### src/hdl/core_params.svh
// constants for the baseline core: addresses, field positions, reset values
`ifndef CORE_PARAMS_SVH
`define CORE_PARAMS_SVH
`define PC_W 11
`define INSN_W 12
`define FILE_DEPTH 32
`define PIN_W 4
`define FILE_TIMER 5'h01
`define FILE_PCL 5'h02
`define FILE_STATUS 5'h03
`define FILE_PORT 5'h06
`define ST_C 0
`define ST_DC 1
`define ST_Z 2
`define ST_PD 3
`define ST_TO 4
`define ST_PA_LO 5
`define ST_PA_HI 6
`define ST_WAKE 7
`define OPT_PSA 3
`define OPT_WAKE_N 7
`define STATUS_RST 8'h18
`define OPTION_RST 8'hff
`define DIR_RST 4'hf
`define DIR_PORT_SEL 3'h6
`define AV_ADDR_W 4
`define AV_CTRL 2'h0
`define AV_CORE 2'h1
`define AV_PC 2'h2
`define AV_CONF 2'h3
`define CTRL_RUN 0
`define CORE_SLEEP 16
`endif

### src/hdl/core_pkg.sv
// types shared by the baseline core
`default_nettype none
package core_pkg;
`include "core_params.svh"
	typedef struct packed {
		logic read;
		logic write;
		logic [`AV_ADDR_W-1:0] address;
		logic [31:0] writedata;
	} avs_req_t;
	typedef struct packed {
		logic waitrequest;
		logic [31:0] readdata;
	} avs_rsp_t;
	typedef struct packed {
		logic [`PC_W-1:0] pc;
		logic [`INSN_W-1:0] ir;
		logic flush;
		logic [7:0] wreg;
		logic [7:0] status;
		logic [`FILE_DEPTH-1:0][7:0] files;
		logic [`PC_W-1:0] stack0;
		logic [`PC_W-1:0] stack1;
		logic [7:0] option;
		logic [`PIN_W-1:0] dir;
		logic [`PIN_W-1:0] latch;
		logic [`PIN_W-1:0] sync1;
		logic [`PIN_W-1:0] sync2;
		logic [`PIN_W-1:0] last_pins;
		logic sleeping;
		logic run;
		logic wdt_clr;
		logic psc_clr;
		logic av_wait;
		logic [31:0] av_rdata;
	} core_st_t;
endpackage : core_pkg
`default_nettype wire

### src/hdl/baseline_core.sv
// decode and execute core with avalon control slave
// Summary of operation
// - or, and, xor with file; zero only
// - rotates through carry; carry only
// - inc/dec skip if zero, no flags
// - bit ops: opcode, bit index, address
// - literal move/or/and/xor; logicals set zero
// - fixed control words decoded exactly
// - destination bit selects working or file
// - file move updates zero flag
// - file clear writes zero, sets zero
// - working clear zeroes, sets zero flag
// - store working into file, no flags
// - option load from working, no flags
// - call pushes next address, two cycles
// - call loads low byte, page, bit8 zero
// - return loads literal, pops counter
// - met skip turns next into nop
// - watchdog clear sets timeout, powerdown flags
// - sleep clears watchdog, halts, clears powerdown
// - port read-modify uses sampled pins
// - direction load port 6 from working
// - timer write clears prescaler only when it is assigned to timer
`default_nettype none
`include "core_params.svh"
module baseline_core
	import core_pkg::*;
(
	input wire logic clk_sys,
	input wire logic rst,
	input wire core_pkg::avs_req_t avs_req,
	output var core_pkg::avs_rsp_t avs_rsp,
	output logic [`PC_W-1:0] prog_addr,
	input wire logic [`INSN_W-1:0] prog_data,
	input wire logic [`PIN_W-1:0] pin_in,
	output logic [`PIN_W-1:0] pin_out,
	output logic [`PIN_W-1:0] pin_oe,
	output logic [7:0] option_out,
	output logic wdt_clear,
	output logic prescaler_clear,
	output logic sleeping
);
	import core_pkg::*;

	core_st_t s_q;
	core_st_t s_d;

	always_comb begin
		logic [`INSN_W-1:0] op;
		logic [4:0] fa;
		logic [7:0] fv;
		logic [7:0] res;
		logic [7:0] mask;
		logic [8:0] wide;
		logic [4:0] nib;
		logic wr_en;
		logic w_en;
		logic byte_op;
		logic z_en;
		logic c_en;
		logic c_val;
		logic dc_en;
		logic dc_val;
		logic skip;
		logic [1:0] av_sel;
		op = '0;
		fa = '0;
		fv = '0;
		res = '0;
		mask = '0;
		wide = '0;
		nib = '0;
		wr_en = 1'b0;
		w_en = 1'b0;
		byte_op = 1'b0;
		z_en = 1'b0;
		c_en = 1'b0;
		c_val = 1'b0;
		dc_en = 1'b0;
		dc_val = 1'b0;
		skip = 1'b0;
		av_sel = avs_req.address[3:2];
		s_d = s_q;
		s_d.wdt_clr = 1'b0;
		s_d.psc_clr = 1'b0;
		// pin synchroniser
		s_d.sync1 = pin_in;
		s_d.sync2 = s_q.sync1;

		// avalon slave
		if ((avs_req.read || avs_req.write) && s_q.av_wait) begin
			s_d.av_wait = 1'b0;
			case (av_sel)
				`AV_CTRL: s_d.av_rdata = {31'h0, s_q.run};
				`AV_CORE: s_d.av_rdata = {15'h0, s_q.sleeping, s_q.status, s_q.wreg};
				`AV_PC: s_d.av_rdata = {21'h0, s_q.pc};
				`AV_CONF: s_d.av_rdata = {20'h0, s_q.dir, s_q.option};
				default: s_d.av_rdata = 32'h0;
			endcase
		end else if (!s_q.av_wait) begin
			s_d.av_wait = 1'b1;
			if (avs_req.write && av_sel == `AV_CTRL) begin
				s_d.run = avs_req.writedata[`CTRL_RUN];
			end
		end

		if (s_q.sleeping) begin
			// wake on pin change when enabled
			if (!s_q.option[`OPT_WAKE_N] && s_q.sync2 != s_q.last_pins) begin
				s_d.sleeping = 1'b0;
				s_d.status[`ST_WAKE] = 1'b1;
			end
		end else if (s_q.run) begin
			s_d.ir = prog_data;
			s_d.pc = s_q.pc + `PC_W'(1);
			s_d.flush = 1'b0;
			op = s_q.flush ? `INSN_W'(0) : s_q.ir;
			fa = op[4:0];
			mask = 8'h01 << op[7:5];
			if (fa == `FILE_PORT) begin
				fv = {4'h0, s_q.sync2};
			end else if (fa == `FILE_STATUS) begin
				fv = s_q.status;
			end else begin
				fv = s_q.files[fa];
			end
			casez (op)
				12'b0000_0000_0000: begin
				end
				12'b0000_0000_0010: begin
					s_d.option = s_q.wreg;
				end
				12'b0000_0000_0011: begin
					s_d.wdt_clr = 1'b1;
					s_d.psc_clr = 1'b1;
					s_d.status[`ST_TO] = 1'b1;
					s_d.status[`ST_PD] = 1'b0;
					s_d.sleeping = 1'b1;
				end
				12'b0000_0000_0100: begin
					s_d.wdt_clr = 1'b1;
					s_d.psc_clr = s_q.option[`OPT_PSA];
					s_d.status[`ST_TO] = 1'b1;
					s_d.status[`ST_PD] = 1'b1;
				end
				12'b0000_0000_0???: begin
					if (op[2:0] == `DIR_PORT_SEL) begin
						s_d.dir = s_q.wreg[`PIN_W-1:0];
					end
				end
				12'b0000_001?_????: begin
					res = s_q.wreg;
					wr_en = 1'b1;
				end
				12'b0000_0100_0000: begin
					res = 8'h00;
					w_en = 1'b1;
					z_en = 1'b1;
				end
				12'b0000_011?_????: begin
					res = 8'h00;
					wr_en = 1'b1;
					z_en = 1'b1;
				end
				12'b0000_10??_????: begin
					wide = {1'b0, fv} - {1'b0, s_q.wreg};
					nib = {1'b0, fv[3:0]} - {1'b0, s_q.wreg[3:0]};
					res = wide[7:0];
					c_en = 1'b1;
					c_val = ~wide[8];
					dc_en = 1'b1;
					dc_val = ~nib[4];
					z_en = 1'b1;
					byte_op = 1'b1;
				end
				12'b0000_11??_????: begin
					res = fv - 8'h01;
					z_en = 1'b1;
					byte_op = 1'b1;
				end
				12'b0001_????_????: begin
					case (op[7:6])
						2'b00: res = s_q.wreg | fv;
						2'b01: res = s_q.wreg & fv;
						2'b10: res = s_q.wreg ^ fv;
						default: begin
							wide = {1'b0, fv} + {1'b0, s_q.wreg};
							nib = {1'b0, fv[3:0]} + {1'b0, s_q.wreg[3:0]};
							res = wide[7:0];
							c_en = 1'b1;
							c_val = wide[8];
							dc_en = 1'b1;
							dc_val = nib[4];
						end
					endcase
					z_en = 1'b1;
					byte_op = 1'b1;
				end
				12'b0010_????_????: begin
					byte_op = 1'b1;
					case (op[7:6])
						2'b00: begin
							res = fv;
							z_en = 1'b1;
						end
						2'b01: begin
							res = ~fv;
							z_en = 1'b1;
						end
						2'b10: begin
							res = fv + 8'h01;
							z_en = 1'b1;
						end
						default: begin
							res = fv - 8'h01;
							skip = (res == 8'h00);
						end
					endcase
				end
				12'b0011_????_????: begin
					byte_op = 1'b1;
					case (op[7:6])
						2'b00: begin
							res = {s_q.status[`ST_C], fv[7:1]};
							c_en = 1'b1;
							c_val = fv[0];
						end
						2'b01: begin
							res = {fv[6:0], s_q.status[`ST_C]};
							c_en = 1'b1;
							c_val = fv[7];
						end
						2'b10: res = {fv[3:0], fv[7:4]};
						default: begin
							res = fv + 8'h01;
							skip = (res == 8'h00);
						end
					endcase
				end
				12'b01??_????_????: begin
					case (op[9:8])
						2'b00: begin
							res = fv & ~mask;
							wr_en = 1'b1;
						end
						2'b01: begin
							res = fv | mask;
							wr_en = 1'b1;
						end
						2'b10: skip = ((fv & mask) == 8'h00);
						default: skip = ((fv & mask) != 8'h00);
					endcase
				end
				12'b1000_????_????: begin
					s_d.wreg = op[7:0];
					s_d.pc = s_q.stack0;
					s_d.stack0 = s_q.stack1;
					s_d.flush = 1'b1;
				end
				12'b1001_????_????: begin
					s_d.stack1 = s_q.stack0;
					s_d.stack0 = s_q.pc;
					s_d.pc = {s_q.status[`ST_PA_HI:`ST_PA_LO], 1'b0, op[7:0]};
					s_d.flush = 1'b1;
				end
				12'b101?_????_????: begin
					s_d.pc = {s_q.status[`ST_PA_HI:`ST_PA_LO], op[8:0]};
					s_d.flush = 1'b1;
				end
				12'b11??_????_????: begin
					w_en = 1'b1;
					z_en = (op[9:8] != 2'b00);
					case (op[9:8])
						2'b00: res = op[7:0];
						2'b01: res = s_q.wreg | op[7:0];
						2'b10: res = s_q.wreg & op[7:0];
						default: res = s_q.wreg ^ op[7:0];
					endcase
				end
				default: begin
				end
			endcase
			if (byte_op) begin
				wr_en = op[5];
				w_en = ~op[5];
			end
			if (w_en) begin
				s_d.wreg = res;
			end
			if (wr_en) begin
				case (fa)
					`FILE_STATUS: begin
						s_d.status = {res[7:5], s_q.status[`ST_TO:`ST_PD], res[2:0]};
					end
					`FILE_PORT: s_d.latch = res[`PIN_W-1:0];
					`FILE_PCL: begin
						s_d.pc = {s_q.status[`ST_PA_HI:`ST_PA_LO], 1'b0, res};
						s_d.flush = 1'b1;
					end
					`FILE_TIMER: begin
						s_d.files[fa] = res;
						s_d.psc_clr = ~s_q.option[`OPT_PSA];
					end
					default: s_d.files[fa] = res;
				endcase
			end
			if (byte_op || op[11:10] == 2'b01) begin
				if (fa == `FILE_PORT) begin
					s_d.last_pins = s_q.sync2;
				end
			end
			if (z_en) begin
				s_d.status[`ST_Z] = (res == 8'h00);
			end
			if (c_en) begin
				s_d.status[`ST_C] = c_val;
			end
			if (dc_en) begin
				s_d.status[`ST_DC] = dc_val;
			end
			if (skip) begin
				s_d.flush = 1'b1;
			end
		end
	end

	always_ff @(posedge clk_sys or posedge rst) begin
		if (rst) begin
			s_q <= '0;
			s_q.flush <= 1'b1;
			s_q.status <= `STATUS_RST;
			s_q.option <= `OPTION_RST;
			s_q.dir <= `DIR_RST;
			s_q.av_wait <= 1'b1;
		end else begin
			s_q <= s_d;
		end
	end

	assign avs_rsp = '{waitrequest: s_q.av_wait, readdata: s_q.av_rdata};
	assign prog_addr = s_q.pc;
	assign pin_out = s_q.latch;
	assign pin_oe = s_q.dir;
	assign option_out = s_q.option;
	assign wdt_clear = s_q.wdt_clr;
	assign prescaler_clear = s_q.psc_clr;
	assign sleeping = s_q.sleeping;
endmodule : baseline_core
`default_nettype wire

### config.mk
export PLATFORM = sky130hd
export DESIGN_NAME = baseline_core
export DESIGN_NICKNAME = d
export VERILOG_FILES = /design/src/hdl/core_pkg.sv /design/src/hdl/baseline_core.sv
export VERILOG_INCLUDE_DIRS = /design/src /design/src/hdl
export SDC_FILE = /design/constraint.sdc
export NUM_CORES = 1
export LEC_CHECK = 0
export BUFFER_PORTS_ARGS = -buffer_cell sky130_fd_sc_hd__buf_4
export CORE_MARGIN = 2
export CORE_UTILIZATION = 62
export DETAILED_ROUTE_END_ITERATION = 10
export PLACE_DENSITY = 0.91
export SLEW_MARGIN = 20
export SYNTH_ARGS = -nofsm -noshare
export SYNTH_HDL_FRONTEND = slang
export SYNTH_SLANG_ARGS = --single-unit
### constraint.sdc
create_clock -name clk_sys -period 15.2 [get_ports clk_sys]
set_input_delay 2.28 -clock clk_sys [delete_from_list [all_inputs] [get_ports clk_sys]]
set_output_delay 2.28 -clock clk_sys [all_outputs]
set_load 0.02 [all_outputs]
==> results of run 1 <==
## synth_stat cells (all sizes together) (9+ instances only)
master   instances  share of area, %
dfrtp          351                43
nand2          265               4.9
o21ai          214               5.2
nor2           155               2.8
a21oi          147               3.6
clkbuf         126               2.3
mux2           116               6.4
buf            115               3.8
mux2i           77               3.8
inv             46              0.88
ha              44               2.7
nand3           36              0.91
nor3            29              0.71
a221oi          21              0.90
o221ai          21              0.90
o22ai           20              0.61
a211oi          19              0.72
a22oi           18              0.66
nor2b           18              0.55
o211ai          18              0.66
a31oi           16              0.49
dfstp           16               2.1
mux4            14               1.5
nand2b          13              0.40
nor4            13              0.46
and3            11              0.34
xnor2           11              0.47
xor2            11              0.47
or3             10              0.31
a21o             9              0.33
a2bb2oi          9              0.39
nand4            9              0.28
## cell type report
cell class / count / area share [%]
multi-input cells: 1507 / 45.2
clock buffers: 55 / 4.83
inverters: 53 / 0.979
repair buffers: 108 / 3.85
flip-flops and latches: 367 / 42.1
diodes: 4 / 0.0458
well taps: 442 / 2.53
clock inverters: 10 / 0.429
## critical path, stage by stage, from the launching register on
cell,delay (ps)
dfstp_2,960
nand2b_1,570
clkinv_1,690
a2111oi_0,1100
o21ai_0,360
a22o_1,530
ha_1,480
o21a_1,130
o31a_1,130
o21ai_0,190
nand2b_1,140
xnor2_1,160
a21oi_1,190
o21ai_0,110
or4_1,550
o32a_1,590
mux2_2,450
## logic make-up (layout without fill, tap and decap cells)
kind of cell               count (synthesis)  count (layout)  share of synthesized area, %
AOI/OAI and AO/OA                        607             607                          18.7
xor gates and xnor gates                  22              22                         0.942
adders and majority gates                 46              46                          2.89
buffers and inverters                    294             226                          7.12
DFF                                      367             367                          45.0
muxes                                    207             207                          11.7
other                                      1              19                        0.0183
and+or+nand+nor                          610             610                          13.7
## power breakdown
group / internal, W / total, W / switching (W)
combinational: 0.000894 / 0.00288 / 0.00199
clock: 0.000500 / 0.000885 / 0.000385
sequential: 0.00116 / 0.00140 / 0.000245
## final timing paths
check	from	to	slack, ps	cells after the start
min in group asynchronous	rst	s_q[368]$_DFFE_PP0P_	1870	2
max reg2reg	s_q[359]$_DFFE_PP1P_	register	7720	16
min	s_d[42]$_DFF_PP0_	s_q[42]$_DFF_PP0_	350	0
min reg2reg	s_d[42]$_DFF_PP0_	s_q[42]$_DFF_PP0_	350	0
max	s_q[359]$_DFFE_PP1P_	register	7720	16
max in group asynchronous	rst	asynchronous set/reset pin	11800	4
## per-layer routing
| metal | share of wire, % | vias up | global-route usage, % |
|---|---|---|---|
| li1 | - | 7488 | - |
| met2 | 43 | 1495 | 58.6 |
| met4 | 8.0 | 2 | 26.6 |
| met1 | 37 | 8631 | 49.4 |
| met3 | 12 | 423 | 9.88 |
| met5 | 0.042 | - | 0.741 |
## metrics by stage
stage,power [W],util [%],setup slack [ps],cells
after floorplan,0.00326,-,2760,2168
after global placement,0.00405,63.5,8300,2475
after detailed placement,0.00412,63.5,8200,2475
after CTS,0.00502,67.0,8140,2540
after global routing,0.00536,67.2,7680,2542
final,0.00517,67.2,7720,2546
==> results.py, run 1 <==
metrics = {
    "floorplanning": {
        "area_of_the_core_region_sq_um": 32500,
        "fp.dieW_microns": 186,
        "boundaryPins": 119,
        "floorplan.die_area_sq_um": 34500,
        "floorplan.die.height_microns": 186,
        "initial_core_util_pct": 62.9,
        "placement_rows": 66,
    },
    "timing": {
        "worst_pin_slew_ps": 1210,
        "rsz0062_at_grt": "no",
        "finalSetupViolCount": 0,
        "finClkSkew_ps": 29.1,
        "final_max_slew_viol_count": 0,
        "timing.final.hold_violations": 0,
        "setup_tns_ps": 0,
        "maxClockFrequency_mhz": 134,
        "crit_path_time_final_ps": 7480,
        "worst_hold_slack_across_all_endpoints_ps": 348,
        "maxSlewHeadroom_pct": 18.8,
        "post-route-period-util_pct": 49.2,
    },
    "logic_synthesis": {
        "synthCells": 2154,
        "synth.yosys.warnings": 0,
        "asyncSetResetFlopFracSynth_pct": 100,
        "synth-edff-count": 0,
        "netlist-cell-type-count": 93,
        "dominantRegCellSynth": "dfrtp_1",
        "synthesis.area_sq_um": 20400,
        "synth.yosys.seq_area_share_pct": 45.0,
        "ys_seq_elements": 367,
        "syn_area_per_cell_sq_um": 9.49,
    },
    "cts": {
        "clock_insertion_delay_worst_skew_ps": 560,
        "tritoncts_num_sinks": 367,
        "cts_root_buffer": "clkbuf_16",
        "cts_tree": "yes",
        "cts.repair.resized": 0,
        "postCtsHoldBufs": 0,
        "cts-htree-levels": 2,
        "cts.reportedPaths.clkPinSlew_ps": 60,
        "post_cts.repair.setup_buffers": 0,
        "cts_max_path_buffers": 3,
        "cts_made_buffers": 37,
    },
    "finish": {
        "mostFrequentLayoutCells": "dfrtp_1 (349), nand2_1 (264), o21ai_0 (213)",
        "nNetsFinal": 2176,
        "layout.cells.most_common": "dfrtp_1",
        "multi_input_comb_area_sq_um": 9880,
        "area.sequential_sq_um": 9210,
        "layout-drive-gt1-share_pct": 16.6,
        "fillCellCount": 2391,
        "synthesis_to_finish_area_growth_pct": 6.90,
        "final_design_area_no_fill_sq_um": 21900,
    },
    "critical_path": {
        "cp.arrival_ps": 7900,
        "cp-start-kind": "register",
        "critPathMaxFanout": 26,
        "cp-end-kind": "register",
        "worst-setup-path-type": "reg -> reg",
        "worst-endpoint-required_ps": 15620,
    },
    "worst_hold_path": {
        "hp-class": "reg -> reg",
    },
    "power_and_ir_drop": {
        "power_density_nw_per_um2": 236,
        "ir_drop_mv": 0.147,
        "total_leakage_power_nw": 9.77,
    },
    "grt": {
        "grt_start_max_net_pins": 198,
        "antenna_found_initial": 2,
        "track_usage_pct": 38.8,
        "gr-total-overflow": 0,
        "grt_first_pass_wirelength_mm": 101,
        "number_of_global_route_vias_before_repair": 17600,
    },
    "route": {
        "firstDrtPassIters": 9,
        "drt-total-wl_mm": 66.4,
        "first_iter_violations": 2748,
        "drcViolationCount": 0,
        "wire_per_inst_microns": 26.1,
        "routed-via-count": 18000,
        "viasPerCell": 7.09,
        "post_route_antenna_net_violation_count": 0,
    },
    "outcome": {
        "run_status": "completed",
    },
    "flow_run": {
        "maxCapViolations": 0,
    },
    "placement": {
        "hpwlAfterDp_mm": 42.4,
        "finalWeightedCongestion": 0.964,
        "postPlaceCellArea_sq_um": 20700,
        "portbufs": 70,
    },
}
No activity file was read; power rests on OpenSTA's default activity.
==> inputs of run 2 (changes only) <==
--- a/config.mk
+++ b/config.mk
@@ -6,6 +6,7 @@
 export SDC_FILE = /design/constraint.sdc
 export NUM_CORES = 1
 export LEC_CHECK = 0
+export ABC_AREA = 1
 export BUFFER_PORTS_ARGS = -buffer_cell sky130_fd_sc_hd__buf_4
 export CORE_MARGIN = 2
 export CORE_UTILIZATION = 62
==> constraint.sdc (replaced) <==
create_clock -name clk_sys -period 7.75 [get_ports clk_sys]
set_input_delay 1.1625 -clock clk_sys [delete_from_list [all_inputs] [get_ports clk_sys]]
set_output_delay 1.1625 -clock clk_sys [all_outputs]
set_load 0.02 [all_outputs]
==> run 2 against run 1 <==
Net effect:
- worst hold slack worse by 1.9 ps
- core utilization down 0.21 points
- flip-flop and latch count up 1
- clock-buffer cell count unchanged
- highest routed layer is now met4
- synthesized cell count up 32%
- sequential share of layout area down 1.9 points
- first-iteration DRC count up 25%
- area after synthesis up 4.7%
==> results.py, run 2 <==
metrics = {
    "route": {
        "wl_met3_mm": 9.22,
        "wl_met2_mm": 30.5,
        "firstDrtPassIters": 6,
        "routed-via-count": 20600,
        "drt-total-wl_mm": 69.8,
        "drcViolationCount": 0,
        "highest_layer": "met4",
        "first_iter_violations": 3428,
        "post_route_antenna_net_violation_count": 0,
        "viasPerCell": 6.24,
        "wirelength_met1_mm": 25.6,
        "wire_per_inst_microns": 21.2,
    },
    "power_and_ir_drop": {
        "ir_drop_mv": 0.334,
        "total_leakage_power_nw": 11.0,
        "power_density_nw_per_um2": 511,
    },
    "grt": {
        "grt_start_max_net_pins": 189,
        "number_of_global_route_vias_before_repair": 19700,
        "gr-total-overflow": 0,
        "antenna_found_initial": 1,
        "grt_first_pass_wirelength_mm": 109,
        "track_usage_pct": 39.0,
    },
    "logic_synthesis": {
        "synth.yosys.warnings": 0,
        "asyncSetResetFlopFracSynth_pct": 100,
        "synth_top_area_share_pct": 41.1,
        "dominantRegCellSynth": "dfrtp_1",
        "netlist-cell-type-count": 61,
        "post-synth-top-area-cell": "dfrtp_1",
        "synth-edff-count": 0,
        "synth.yosys.seq_area_share_pct": 43.1,
        "yosys-top-cells-count": "nand2_1 (754), dfrtp_1 (352), inv_1 (323)",
        "synthCells": 2848,
        "synth.most_common_cell": "nand2_1",
        "yosys-top-cells-area": "dfrtp_1 (41%), nand2_1 (13%), o21ai_0 (7.5%)",
        "ys_seq_elements": 368,
        "synthesis.area_sq_um": 21400,
        "syn_area_per_cell_sq_um": 7.52,
    },
    "timing": {
        "crit_path_time_final_ps": 6630,
        "timing.final.hold_violations": 0,
        "setup_tns_ps": 0,
        "finalSetupViolCount": 0,
        "finClkSkew_ps": 28.0,
        "final_max_slew_viol_count": 0,
        "rsz0062_at_grt": "no",
        "maxSlewHeadroom_pct": 21.1,
        "post-route-period-util_pct": 85.6,
        "maxClockFrequency_mhz": 151,
        "worst_pin_slew_ps": 1180,
    },
    "floorplanning": {
        "boundaryPins": 119,
        "placement_rows": 68,
        "floorplan.die.height_microns": 190,
        "fp.dieW_microns": 190,
        "area_of_the_core_region_sq_um": 34300,
        "initial_core_util_pct": 62.4,
        "floorplan.die_area_sq_um": 36000,
    },
    "placement": {
        "hpwlAfterDp_mm": 46.5,
        "portbufs": 70,
        "postPlaceCellArea_sq_um": 21600,
        "placed_cells": 3228,
        "finalWeightedCongestion": 1.01,
    },
    "critical_path": {
        "cp-end-kind": "register",
        "worst-setup-path-type": "reg -> reg",
        "cp.arrival_ps": 7050,
        "cp-start-kind": "register",
        "worst-endpoint-required_ps": 8170,
        "critPathMaxFanout": 27,
    },
    "cts": {
        "cts_tree": "yes",
        "tritoncts_num_sinks": 368,
        "cts.reportedPaths.clkPinSlew_ps": 60,
        "cts.repair.resized": 0,
        "cts_made_buffers": 40,
        "cts_max_path_buffers": 3,
        "postCtsHoldBufs": 0,
        "clock_insertion_delay_worst_skew_ps": 570,
        "post_cts.repair.setup_buffers": 0,
        "cts_root_buffer": "clkbuf_16",
        "cts-htree-levels": 2,
    },
    "outcome": {
        "run_status": "completed",
    },
    "worst_hold_path": {
        "hp-class": "reg -> reg",
    },
    "finish": {
        "final_design_area_no_fill_sq_um": 23000,
        "layout-drive-gt1-share_pct": 11.7,
        "layout.cells.most_common": "nand2_1",
        "fin_cells": 3296,
        "synthesis_to_finish_area_growth_pct": 7.25,
        "nNetsFinal": 2918,
        "mostFrequentLayoutCells": "nand2_1 (754), dfrtp_1 (352), inv_1 (322)",
        "share_of_the_core_filled_with_cells_in_the_final_layout_pct": 67.0,
    },
    "flow_run": {
        "maxCapViolations": 0,
    },
}
## run 2: cell count changes after synthesis, sizes merged, moves of 18 or more
cell    previous run  this run
mux2             116         5
inv               46       348
nand2            265       773
mux2i             77         0
a221oi            21         1
nor2b             18         0
a21oi            147       104
o21ai            214       414
nand3             36       165
nor2             155       270
clkbuf           126        59
## run 2: cells by family (layout without fill, tap and decap cells)
| group | count (synthesis) | in the layout | share of synthesized area, % |
|---|---|---|---|
| other | 1 | 16 | 0.0175 |
| DFF | 368 | 368 | 43.1 |
| and+or+nand+nor | 1265 | 1265 | 25.2 |
| adders and majority gates | 46 | 46 | 2.76 |
| AOI/OAI and AO/OA | 613 | 613 | 16.6 |
| buffers and inverters | 541 | 519 | 11.7 |
| muxes | 5 | 5 | 0.263 |
| xor gates and xnor gates | 9 | 9 | 0.368 |
## run 2: worst paths after layout
path,slack [ps],depth (start not counted),start,endpoint
hold / removal,350,0,s_d[44]$_DFF_PP0_,s_q[44]$_DFF_PP0_
min in group asynchronous,810,2,rst,prog_addr[4]$_DFFE_PP0P_
setup reg to reg,1120,23,s_q[359]$_DFFE_PP1P_,register
max in group asynchronous,5470,4,rst,s_q[44]$_DFF_PP0_
setup / recovery,1120,23,s_q[359]$_DFFE_PP1P_,register
hold reg to reg,350,0,s_d[44]$_DFF_PP0_,s_q[44]$_DFF_PP0_
## run 2: layer usage
| metal | GRT usage [%] | vias up |
|---|---|---|
| met2 | 58.8 | 1652 |
| met5 | 0 | - |
| li1 | - | 8989 |
| met1 | 51.4 | 9592 |
| met3 | 9.04 | 347 |
| met4 | 23.8 | 0 |
## run 2: report_power, final
part | switching, W | leakage (nW) | internal [W]
Combinational | 0.00521 | 5.43 | 0.00181
Clock | 0.000819 | 0.633 | 0.00110
Sequential | 0.000388 | 4.93 | 0.00241
Total | 0.00641 | 11.0 | 0.00532
## run 2: metrics by stage
stage / hold slack [ps] / setup slack (ps) / power (W)
5_1_grt: 353 / 976 / 0.0123
6_report: 346 / 1120 / 0.0117
4_1_cts: 348 / 1530 / 0.0114
3_5_place_dp: 336 / 1530 / 0.00944
2_1_floorplan: 331 / 1660 / 0.00740
3_3_place_gp: 332 / 1620 / 0.00926
## run 2: worst max-delay path: stages, from the launching register on
cell	delay (ps)
dfstp_2	910
inv_4	360
nand2_2	550
nor2_1	330
nand2_1	120
nand3_1	90
nand2_1	70
nand2_1	60
nor2_1	310
nand2_1	90
nand2_1	90
nand3_2	130
nand2_4	220
inv_1	240
fa_1	470
o31ai_1	430
inv_1	80
nor2_1	150
nor3_1	70
nor2_1	130
o221ai_1	190
a21oi_2	900
buf_4	380
o21ai_0	120
## run 2: cell type report
class,instances,area (sq um)
Clock buffer,55,1140
Multi-Input combinational cell,1953,9740
Tap cell,455,569
Timing Repair Buffer,102,802
Sequential cell,368,9230
Antenna cell,1,2.50
Inverter,351,1330
Clock inverter,11,155
Fill cell,2632,11300
